<file path="src/dipi_pkg.sv">
// Purpose: Shared constants and types for the digital input process image
// Assumes: APB slave with 32-bit data, byte-wide image registers
// Notes:   Each register takes one aligned word, data in the low byte
`default_nettype none
package dipi_pkg;

  // Register byte addresses
  localparam logic [7:0] OFS_TWO_IN      = 8'h00;
  localparam logic [7:0] OFS_TWO_ACK     = 8'h04;
  localparam logic [7:0] OFS_FOUR_IN     = 8'h08;
  localparam logic [7:0] OFS_EIGHT_IN    = 8'h0C;
  localparam logic [7:0] OFS_SNS_STATE   = 8'h10;
  localparam logic [7:0] OFS_SNS_FAULT   = 8'h14;
  localparam logic [7:0] OFS_SNS_RSVD    = 8'h18;
  localparam logic [7:0] OFS_SNS_OFF     = 8'h1C;
  localparam logic [7:0] OFS_ANALOG_LEN  = 8'h20;
  localparam logic [7:0] OFS_DIG_BASE    = 8'h24;

  // Field positions in the two-channel bytes
  localparam int POS_TWO_LEVEL = 0;
  localparam int POS_TWO_FLAG  = 2;
  localparam int POS_TWO_ACK   = 2;

  // Reset values
  localparam logic [1:0]  RST_TWO_ACK    = 2'h0;
  localparam logic [7:0]  RST_SNS_OFF    = 8'h00;
  localparam logic [7:0]  RST_ANALOG_LEN = 8'h00;
  localparam logic [31:0] RST_PRDATA     = 32'h0000_0000;

  // Number of digital image bytes that follow the analog data
  localparam logic [7:0] DIG_IMAGE_BYTES = 8'h06;

  // Per-channel diagnostic state, one-hot
  typedef enum logic [2:0] {
    CH_RUN   = 3'b001,
    CH_FAULT = 3'b010,
    CH_WACK  = 3'b100
  } dipi_chst_t;

endpackage : dipi_pkg
`default_nettype wire

</file>
<file path="src/dipi_chan_if.sv">
// Purpose: Carrier between the image top and one diagnostic channel
// Assumes: All signals on sys_clk, inputs already synchronised
// Notes:   Host side drives pin state and acknowledge
`default_nettype none
interface dipi_chan_if;
  logic faultIn;
  logic levelIn;
  logic ackIn;
  logic flag;
  logic levelOut;
  logic active;

  modport chan (input faultIn, levelIn, ackIn,
                output flag, levelOut, active);
  modport host (output faultIn, levelIn, ackIn,
                input flag, levelOut, active);
endinterface : dipi_chan_if
`default_nettype wire

</file>
<file path="src/dipi_diag_chan.sv">
// Purpose: Fault latch and acknowledge handshake for one input channel
// Assumes: Synchronised fault and level inputs, level acknowledge
// Notes:   A new fault beats an acknowledge in the same cycle
`default_nettype none
module dipi_diag_chan
  import dipi_pkg::*;
(
  // Clock and reset
  input  wire logic sys_clk,
  input  wire logic reset_n,
  // Channel carrier
  dipi_chan_if.chan ch
);

  dipi_chst_t state_ff;
  dipi_chst_t nxt_state;

  // Fault latches at once; release needs fault gone and acknowledge
  always_comb begin
    nxt_state = state_ff;
    unique case (state_ff)
      CH_RUN: begin
        if (ch.faultIn) begin
          nxt_state = CH_FAULT;
        end
      end
      CH_FAULT: begin
        if (!ch.faultIn) begin
          nxt_state = CH_WACK;
        end
      end
      CH_WACK: begin
        if (ch.faultIn) begin
          nxt_state = CH_FAULT;                      // Set wins over ack
        end else if (ch.ackIn) begin
          nxt_state = CH_RUN;
        end
      end
      default: begin
        nxt_state = CH_FAULT;                        // Illegal code is safe
      end
    endcase
  end

  always_ff @(posedge sys_clk) begin
    if (!reset_n) begin
      state_ff <= CH_RUN;
    end else begin
      state_ff <= nxt_state;
    end
  end

  // Flag stays up until acknowledged; level is held low meanwhile
  assign ch.flag     = (state_ff != CH_RUN);
  assign ch.active   = (state_ff == CH_RUN);
  assign ch.levelOut = ch.levelIn & (state_ff == CH_RUN);

endmodule : dipi_diag_chan
`default_nettype wire

</file>
<file path="src/dipi_top.sv">
// Purpose: APB-mapped process image of the digital input module family
// Assumes: Pins asynchronous to sys_clk, APB master on sys_clk
// Notes:   Every register answers after one wait state
`default_nettype none
// Notes on behaviour
// - Two-channel module latches flag on fault
// - Input re-activates only after acknowledge, fault gone
// - One flag, one acknowledge per channel
// - Levels bits 0-1, flags bits 2-3
// - Acknowledges bits 2-3, bits 0-1 zero
// - Four-channel levels bits 0-3, upper zero
// - Eight-channel levels fill bits 0-7
// - Sensor module: two input, two output bytes
// - Sensor signal state in first input byte
// - Sensor wire-break/short faults in second byte
// - Second output byte bit set switches channel off
// - Digital bytes follow all analog image data
module dipi_top
  import dipi_pkg::*;
(
  // Clock and reset
  input  wire logic        sys_clk,
  input  wire logic        reset_n,
  // APB slave
  input  wire logic        psel,
  input  wire logic        penable,
  input  wire logic        pwrite,
  input  wire logic [7:0]  paddr,
  input  wire logic [31:0] pwdata,
  output logic      [31:0] prdata,
  output logic             pready,
  output logic             pslverr,
  // Two-channel diagnostic module pins
  input  wire logic [1:0]  twoChLevel,
  input  wire logic [1:0]  twoChFault,
  output logic      [1:0]  twoChActive,
  // Plain four- and eight-channel module pins
  input  wire logic [3:0]  fourChLevel,
  input  wire logic [7:0]  eightChLevel,
  // Sensor-input module pins
  input  wire logic [7:0]  sensorLevel,
  input  wire logic [7:0]  sensorFault,
  output logic      [7:0]  sensorChanOn
);

  // Synchroniser stages, all pins in one vector
  localparam int SYNC_W = 32;                       // Sum of all input pin widths
  logic [SYNC_W-1:0] syncA_ff;
  logic [SYNC_W-1:0] syncB_ff;
  logic [SYNC_W-1:0] nxt_syncA;
  logic [SYNC_W-1:0] nxt_syncB;

  // Synchronised pin views
  logic [1:0] twoLvlS;
  logic [1:0] twoFltS;
  logic [3:0] fourLvlS;
  logic [7:0] eightLvlS;
  logic [7:0] snsLvlS;
  logic [7:0] snsFltS;

  // Software state
  logic [1:0] ack_ff;
  logic [1:0] nxt_ack;
  logic [7:0] chanOff_ff;
  logic [7:0] nxt_chanOff;
  logic [7:0] analogLen_ff;
  logic [7:0] nxt_analogLen;

  // Bus answer state
  logic [31:0] prdata_ff;
  logic [31:0] nxt_prdata;
  logic        pready_ff;
  logic        nxt_pready;
  logic        pslverr_ff;
  logic        nxt_pslverr;

  // Pin outputs
  logic [1:0] twoActive_ff;
  logic [1:0] nxt_twoActive;
  logic [7:0] chanOn_ff;
  logic [7:0] nxt_chanOn;

  // Channel results
  logic [1:0] twoFlag;
  logic [1:0] twoLvlOut;
  logic [1:0] twoAct;

  // Image bytes and decode
  logic [7:0] twoInByte;
  logic [7:0] fourInByte;
  logic [7:0] eightInByte;
  logic [7:0] snsStateByte;
  logic [7:0] snsFaultByte;
  logic [7:0] digBase;
  logic [7:0] rdByte;
  logic       mapped;
  logic       apbAccess;
  logic       apbDone;

  // Both stages registered; only stage B feeds logic
  always_comb begin
    nxt_syncA = {sensorFault, sensorLevel, eightChLevel,
                 fourChLevel, twoChFault, twoChLevel};
    nxt_syncB = syncA_ff;
  end

  always_ff @(posedge sys_clk) begin
    if (!reset_n) begin
      syncA_ff <= '0;
      syncB_ff <= '0;
    end else begin
      syncA_ff <= nxt_syncA;
      syncB_ff <= nxt_syncB;
    end
  end

  assign twoLvlS   = syncB_ff[1:0];
  assign twoFltS   = syncB_ff[3:2];
  assign fourLvlS  = syncB_ff[7:4];
  assign eightLvlS = syncB_ff[15:8];
  assign snsLvlS   = syncB_ff[23:16];
  assign snsFltS   = syncB_ff[31:24];

  // One latch per diagnostic channel, independent of the other
  genvar gi;
  generate
    for (gi = 0; gi < 2; gi++) begin : g_diag
      dipi_chan_if chIf ();
      assign chIf.faultIn = twoFltS[gi];
      assign chIf.levelIn = twoLvlS[gi];
      assign chIf.ackIn   = ack_ff[gi];
      assign twoFlag[gi]   = chIf.flag;
      assign twoLvlOut[gi] = chIf.levelOut;
      assign twoAct[gi]    = chIf.active;
      dipi_diag_chan u_chan (
        .sys_clk (sys_clk),
        .reset_n (reset_n),
        .ch      (chIf.chan)
      );
    end
  endgenerate

  // Input image bytes
  always_comb begin
    twoInByte = 8'h00;
    twoInByte[POS_TWO_LEVEL +: 2] = twoLvlOut;
    twoInByte[POS_TWO_FLAG  +: 2] = twoFlag;
    fourInByte   = {4'h0, fourLvlS};
    eightInByte  = eightLvlS;
    // Switched-off channels report neither state nor fault
    snsStateByte = snsLvlS & ~chanOff_ff;
    snsFaultByte = snsFltS & ~chanOff_ff;
    digBase      = analogLen_ff;
  end

  // Read decode; the reserved output byte always reads zero
  always_comb begin
    rdByte = 8'h00;
    mapped = 1'b1;
    unique case (paddr)
      OFS_TWO_IN:     rdByte = twoInByte;
      OFS_TWO_ACK:    rdByte = {4'h0, ack_ff, 2'h0};
      OFS_FOUR_IN:    rdByte = fourInByte;
      OFS_EIGHT_IN:   rdByte = eightInByte;
      OFS_SNS_STATE:  rdByte = snsStateByte;
      OFS_SNS_FAULT:  rdByte = snsFaultByte;
      OFS_SNS_RSVD:   rdByte = 8'h00;
      OFS_SNS_OFF:    rdByte = chanOff_ff;
      OFS_ANALOG_LEN: rdByte = analogLen_ff;
      OFS_DIG_BASE:   rdByte = digBase;
      default:        mapped = 1'b0;
    endcase
  end

  // One wait state keeps prdata and pready straight from flops
  assign apbAccess = psel & penable;
  assign apbDone   = apbAccess & pready_ff;

  always_comb begin
    nxt_pready  = apbAccess & ~pready_ff;
    nxt_prdata  = prdata_ff;
    nxt_pslverr = 1'b0;
    if (apbAccess && !pready_ff) begin
      nxt_prdata  = pwrite ? RST_PRDATA : {24'h00_0000, rdByte};
      nxt_pslverr = ~mapped;
    end else if (apbDone) begin
      nxt_prdata  = RST_PRDATA;
    end
  end

  // Writes land only at the completing edge
  always_comb begin
    nxt_ack       = ack_ff;
    nxt_chanOff   = chanOff_ff;
    nxt_analogLen = analogLen_ff;
    if (apbDone && pwrite) begin
      unique case (paddr)
        OFS_TWO_ACK: begin
          // Bits 0 and 1 are not stored
          nxt_ack = pwdata[POS_TWO_ACK +: 2];
        end
        OFS_SNS_OFF: begin
          nxt_chanOff = pwdata[7:0];
        end
        OFS_ANALOG_LEN: begin
          nxt_analogLen = pwdata[7:0];
        end
        default: begin
          // Read-only, reserved or unmapped: write has no effect
          nxt_ack = ack_ff;
        end
      endcase
    end
  end

  // Pin outputs follow the channel state one cycle later
  always_comb begin
    nxt_twoActive = twoAct;
    nxt_chanOn    = ~chanOff_ff;
  end

  always_ff @(posedge sys_clk) begin
    if (!reset_n) begin
      ack_ff       <= RST_TWO_ACK;
      chanOff_ff   <= RST_SNS_OFF;
      analogLen_ff <= RST_ANALOG_LEN;
      prdata_ff    <= RST_PRDATA;
      pready_ff    <= 1'b0;
      pslverr_ff   <= 1'b0;
      twoActive_ff <= 2'h3;
      chanOn_ff    <= ~RST_SNS_OFF;
    end else begin
      ack_ff       <= nxt_ack;
      chanOff_ff   <= nxt_chanOff;
      analogLen_ff <= nxt_analogLen;
      prdata_ff    <= nxt_prdata;
      pready_ff    <= nxt_pready;
      pslverr_ff   <= nxt_pslverr;
      twoActive_ff <= nxt_twoActive;
      chanOn_ff    <= nxt_chanOn;
    end
  end

  assign prdata       = prdata_ff;
  assign pready       = pready_ff;
  assign pslverr      = pslverr_ff;
  assign twoChActive  = twoActive_ff;
  assign sensorChanOn = chanOn_ff;

endmodule : dipi_top
`default_nettype wire

</file>
<file path="config.mk">
export PLATFORM = sky130hd
export DESIGN_NAME = dipi_top
export DESIGN_NICKNAME = d
export VERILOG_FILES = /design/src/dipi_pkg.sv /design/src/dipi_chan_if.sv /design/src/dipi_diag_chan.sv /design/src/dipi_top.sv
export SDC_FILE = /design/constraint.sdc
export NUM_CORES = 1
export LEC_CHECK = 0
export BUFFER_PORTS_ARGS = -buffer_cell sky130_fd_sc_hd__buf_2
export CAP_MARGIN = 20
export CORE_UTILIZATION = 51
export CTS_CLUSTER_DIAMETER = 50
export DETAILED_ROUTE_END_ITERATION = 10
export GPL_TIMING_DRIVEN = 1
export PLACE_DENSITY = 0.79
export SYNTH_ARGS = -nofsm -noshare
export SYNTH_HDL_FRONTEND = slang
export SYNTH_HIERARCHICAL = 1
export SYNTH_SLANG_ARGS = --single-unit
</file>
<file path="constraint.sdc">
create_clock -name sys_clk -period 1.85 [get_ports sys_clk]
set_clock_uncertainty 0.2 [all_clocks]
set_input_delay 0.0925 -clock sys_clk [delete_from_list [all_inputs] [get_ports sys_clk]]
set_output_delay 0.0925 -clock sys_clk [all_outputs]
set_load 0.005 [all_outputs]
</file>
==> flow_summary.ini <==
[synth]
synth.area.top_cells = dfxtp_1, and2_1, mux2i_1
yosysMostFrequentCell = dfxtp_1
synthDominantCellAreaShare_pct = 53.5
yosysSeqAreaShare_pct = 53.5
synth_common_cells = dfxtp_1, and2_1, mux2i_1
avgSynthCellArea_um2 = 10.4
synthCells = 387
synth-async-reset-ratio_pct = 0
ys_warn_count = 6
synth.cell_area_mm2 = 0.00404
synth_cell_types = 48
synthFlopType = dfxtp_1
synth_top_area_cell = dfxtp_1
synth_edf_count = 0
yosys_register_bits = 108

[critical_path]
reg2reg_from = g_diag[0].u_chan/state_ff[1]$_SDFFE_PN0P_
critPathTopFamily = simple AND/OR/NAND/NOR gates
crit_arrival_ps = 1930
crit_chain = dlygate4sd3_1, buf_2, or3_4, or3_1, a21oi_1, a221oi_2, o21ai_1
crit_required_ps = 1940
cp_slowest_stage_delay_ps = 540
crit_type = input pin to register
cp-startpoint = paddr[1]
critPathMaxFanout = 6
endpoint = prdata[3]$_SDFFE_PN0P_
cp_slowest_cell = dlygate4sd3_1
cp-end-kind = register
r2r_end = prdata[2]$_SDFFE_PN0P_
ff2ff_setup_slack_ps = 70
start_kind = input pin
cp_num_cells = 7
crit_buf_inv = 2
rr_worst_depth = 7

[grt]
track_usage_pct = 20.1
grt_pass1_wl_mm = 13.1
antenna_found_initial = 0
grt-ovfl-total = 0
grt_max_degree = 71
grt_pass1_vias = 2882

[finish]
final_util_pct = 68.7
drive_above_1_share_pct = 24.1
synthToLayoutAreaGrowth_pct = 30.7
n_fill_cell = 606
diodes = 0
finalNetCount = 598

[sta]
tightest_slew_ps = 504
setup_slack_ps = 8.55
max_slew_margin_pct = 66.4
min_period_ps = 1840
finalSetupViolations = 0
hold_violations = 0
maxSlewViolCount = 0
max_freq_mhz = 543
post-route-period-util_pct = 99.5

[floorplan]
die_y_um = 91.0
io_pins = 121
dieArea_mm2 = 0.00828
start_util_pct = 52.5
rows = 32
coreArea_mm2 = 0.00769
die_x_um = 91.0

[cts]
cts_tree = yes
cts_max_path_buffers = 2
cts.clk_slew.worst_paths_ps = 100
htreeDepth = 3
clock_latency_ps = 360
root_buffer = clkbuf_8
cts_sinks = 108
cts_buffers = 9

[placed_design]
dpl.hpwl_mm = 5.33
portBuffers = 72
dp_slack_ps = -125
place_congestion = 0.878

[pwr]
powerDensity_mw_per_mm2 = 843
power_leakage_nw = 2.28
ir_worst_vdd_mv = 0.538

[routing]
post-route-drc-count = 0
drtIter0Drc = 209
viasPerCell = 4.80
wl_per_cell_um = 12.9
wl_mm = 8.13
final_antenna_net_count = 0
firstDrtPassIters = 4
route.vias.total = 3017

[outcome]
status = finished clean

[flow_run]
maxCapViolCount = 0

[min_path]
min_from = paddr[3]
hold_class = input pin to register
[timing repair]
action	CTS	global route
hold buffers	50	0
setup endpoints to repair	1	15
endpoints found under the hold margin	62	0
gates resized for setup	2	16
setup buffers	0	1
pin swaps	0	4
[kinds of logic (layout without fill, tap and decap cells)]
group | after synthesis | count (layout) | share of synthesized area (%)
buffers and inverters | 47 | 163 | 7.47
muxes | 31 | 31 | 7.68
and+or+nand+nor | 156 | 156 | 23.4
DFF | 108 | 108 | 53.5
xor gates and xnor gates | 2 | 2 | 0.434
AOI/OAI and AO/OA | 42 | 42 | 7.37
other | 1 | 24 | 0.0928
[placed cells by master (no fill, tap or decap), types with 2 or more instances in the layout]
cell / n
dfxtp_1: 108
buf_2: 72
and2_1: 67
dlygate4sd3_1: 50
mux2i_1: 30
conb_1: 24
nor2b_1: 21
buf_4: 21
nand2_1: 20
clkbuf_8: 9
nor2_1: 8
o21ai_1: 8
nand3_1: 6
o31ai_1: 5
a21oi_1: 4
nand3b_1: 3
o21ai_0: 3
nor3_2: 3
a222oi_1: 3
inv_1: 3
a31oi_1: 3
inv_8: 3
nor3b_1: 3
nor4_2: 2
nor3_1: 2
nand2b_1: 2
or3_1: 2
a221o_1: 2
xnor2_1: 2
or4b_1: 2
o311a_1: 2
or2b_1: 2
o21a_1: 2
o211a_1: 2
[worst reg2reg max path, stage by stage, from the launching register on]
cell	delay, ps
dfxtp_1	340
nor3b_2	230
inv_1	80
mux2i_2	200
nor3_4	50
a2111oi_2	350
buf_4	170
o21ai_1	50
[power by group]
group	total (mW)	leakage (nW)	switching [mW]	internal, mW
Combinational	0.612	1.30	0.268	0.345
Clock	1.36	0.0979	0.835	0.529
Sequential	2.47	0.886	0.0378	2.44
[worst min path at each step]
stage,endpoint,slack [ps],cells past startpoint
finish,prdata[3]$_SDFFE_PN0P_,70,4
global route,prdata[3]$_SDFFE_PN0P_,90,4
CTS,prdata[3]$_SDFFE_PN0P_,30,4
detailed placement,nxt_syncB[2]$_SDFF_PN0_,100,2
global placement,nxt_syncB[2]$_SDFF_PN0_,100,2
floorplan,g_diag[0].u_chan/state_ff[0]$_SDFFE_PN1P_,-9,1
[layer usage]
layer	up-vias	wire length, um	GRT usage (%)
met5	-	0	0
met2	93	3980	35.4
met4	0	106	5.69
met1	1386	3670	25.2
met3	10	367	3.69
li1	1528	-	-
[metrics by stage]
step                hold slack [ps]  TNS (ps)  instance area, um^2  cells  total power [mW]
floorplan                     -9.37         0                 4130    410              2.84
global placement                100      -105                 4490    561              3.00
detailed placement              101      -125                 4490    561              3.03
CTS                            30.4         0                 5190    627              4.46
global route                   89.9     -35.3                 5280    628              4.66
finish                         65.5         0                 5280    628              4.45
[flip-flops by register name (all words and copies together) (netlist names)]
| signal | cells |
|---|---|
| sensorChanOn | 8 |
| nxt_syncB | 32 |
| pready | 1 |
| prdata | 8 |
| syncB_ff | 32 |
| pslverr | 1 |
| ack_ff | 2 |
| twoChActive | 2 |
| chanOff_ff | 8 |
| g_diag.u_chan/state_ff | 6 |
| analogLen_ff | 8 |
[final cells by class]
type	count	area, um^2	share of cell area (%)
tap	102	128	2.42
sequential	108	2160	41.0
inverter	3	11.3	0.213
timing repair buffer	144	1040	19.7
clock buffer	9	124	2.35
multi-input combinational	255	1740	33.0
clock inverter	7	71.3	1.35
No activity file was read; power rests on OpenSTA's default activity.
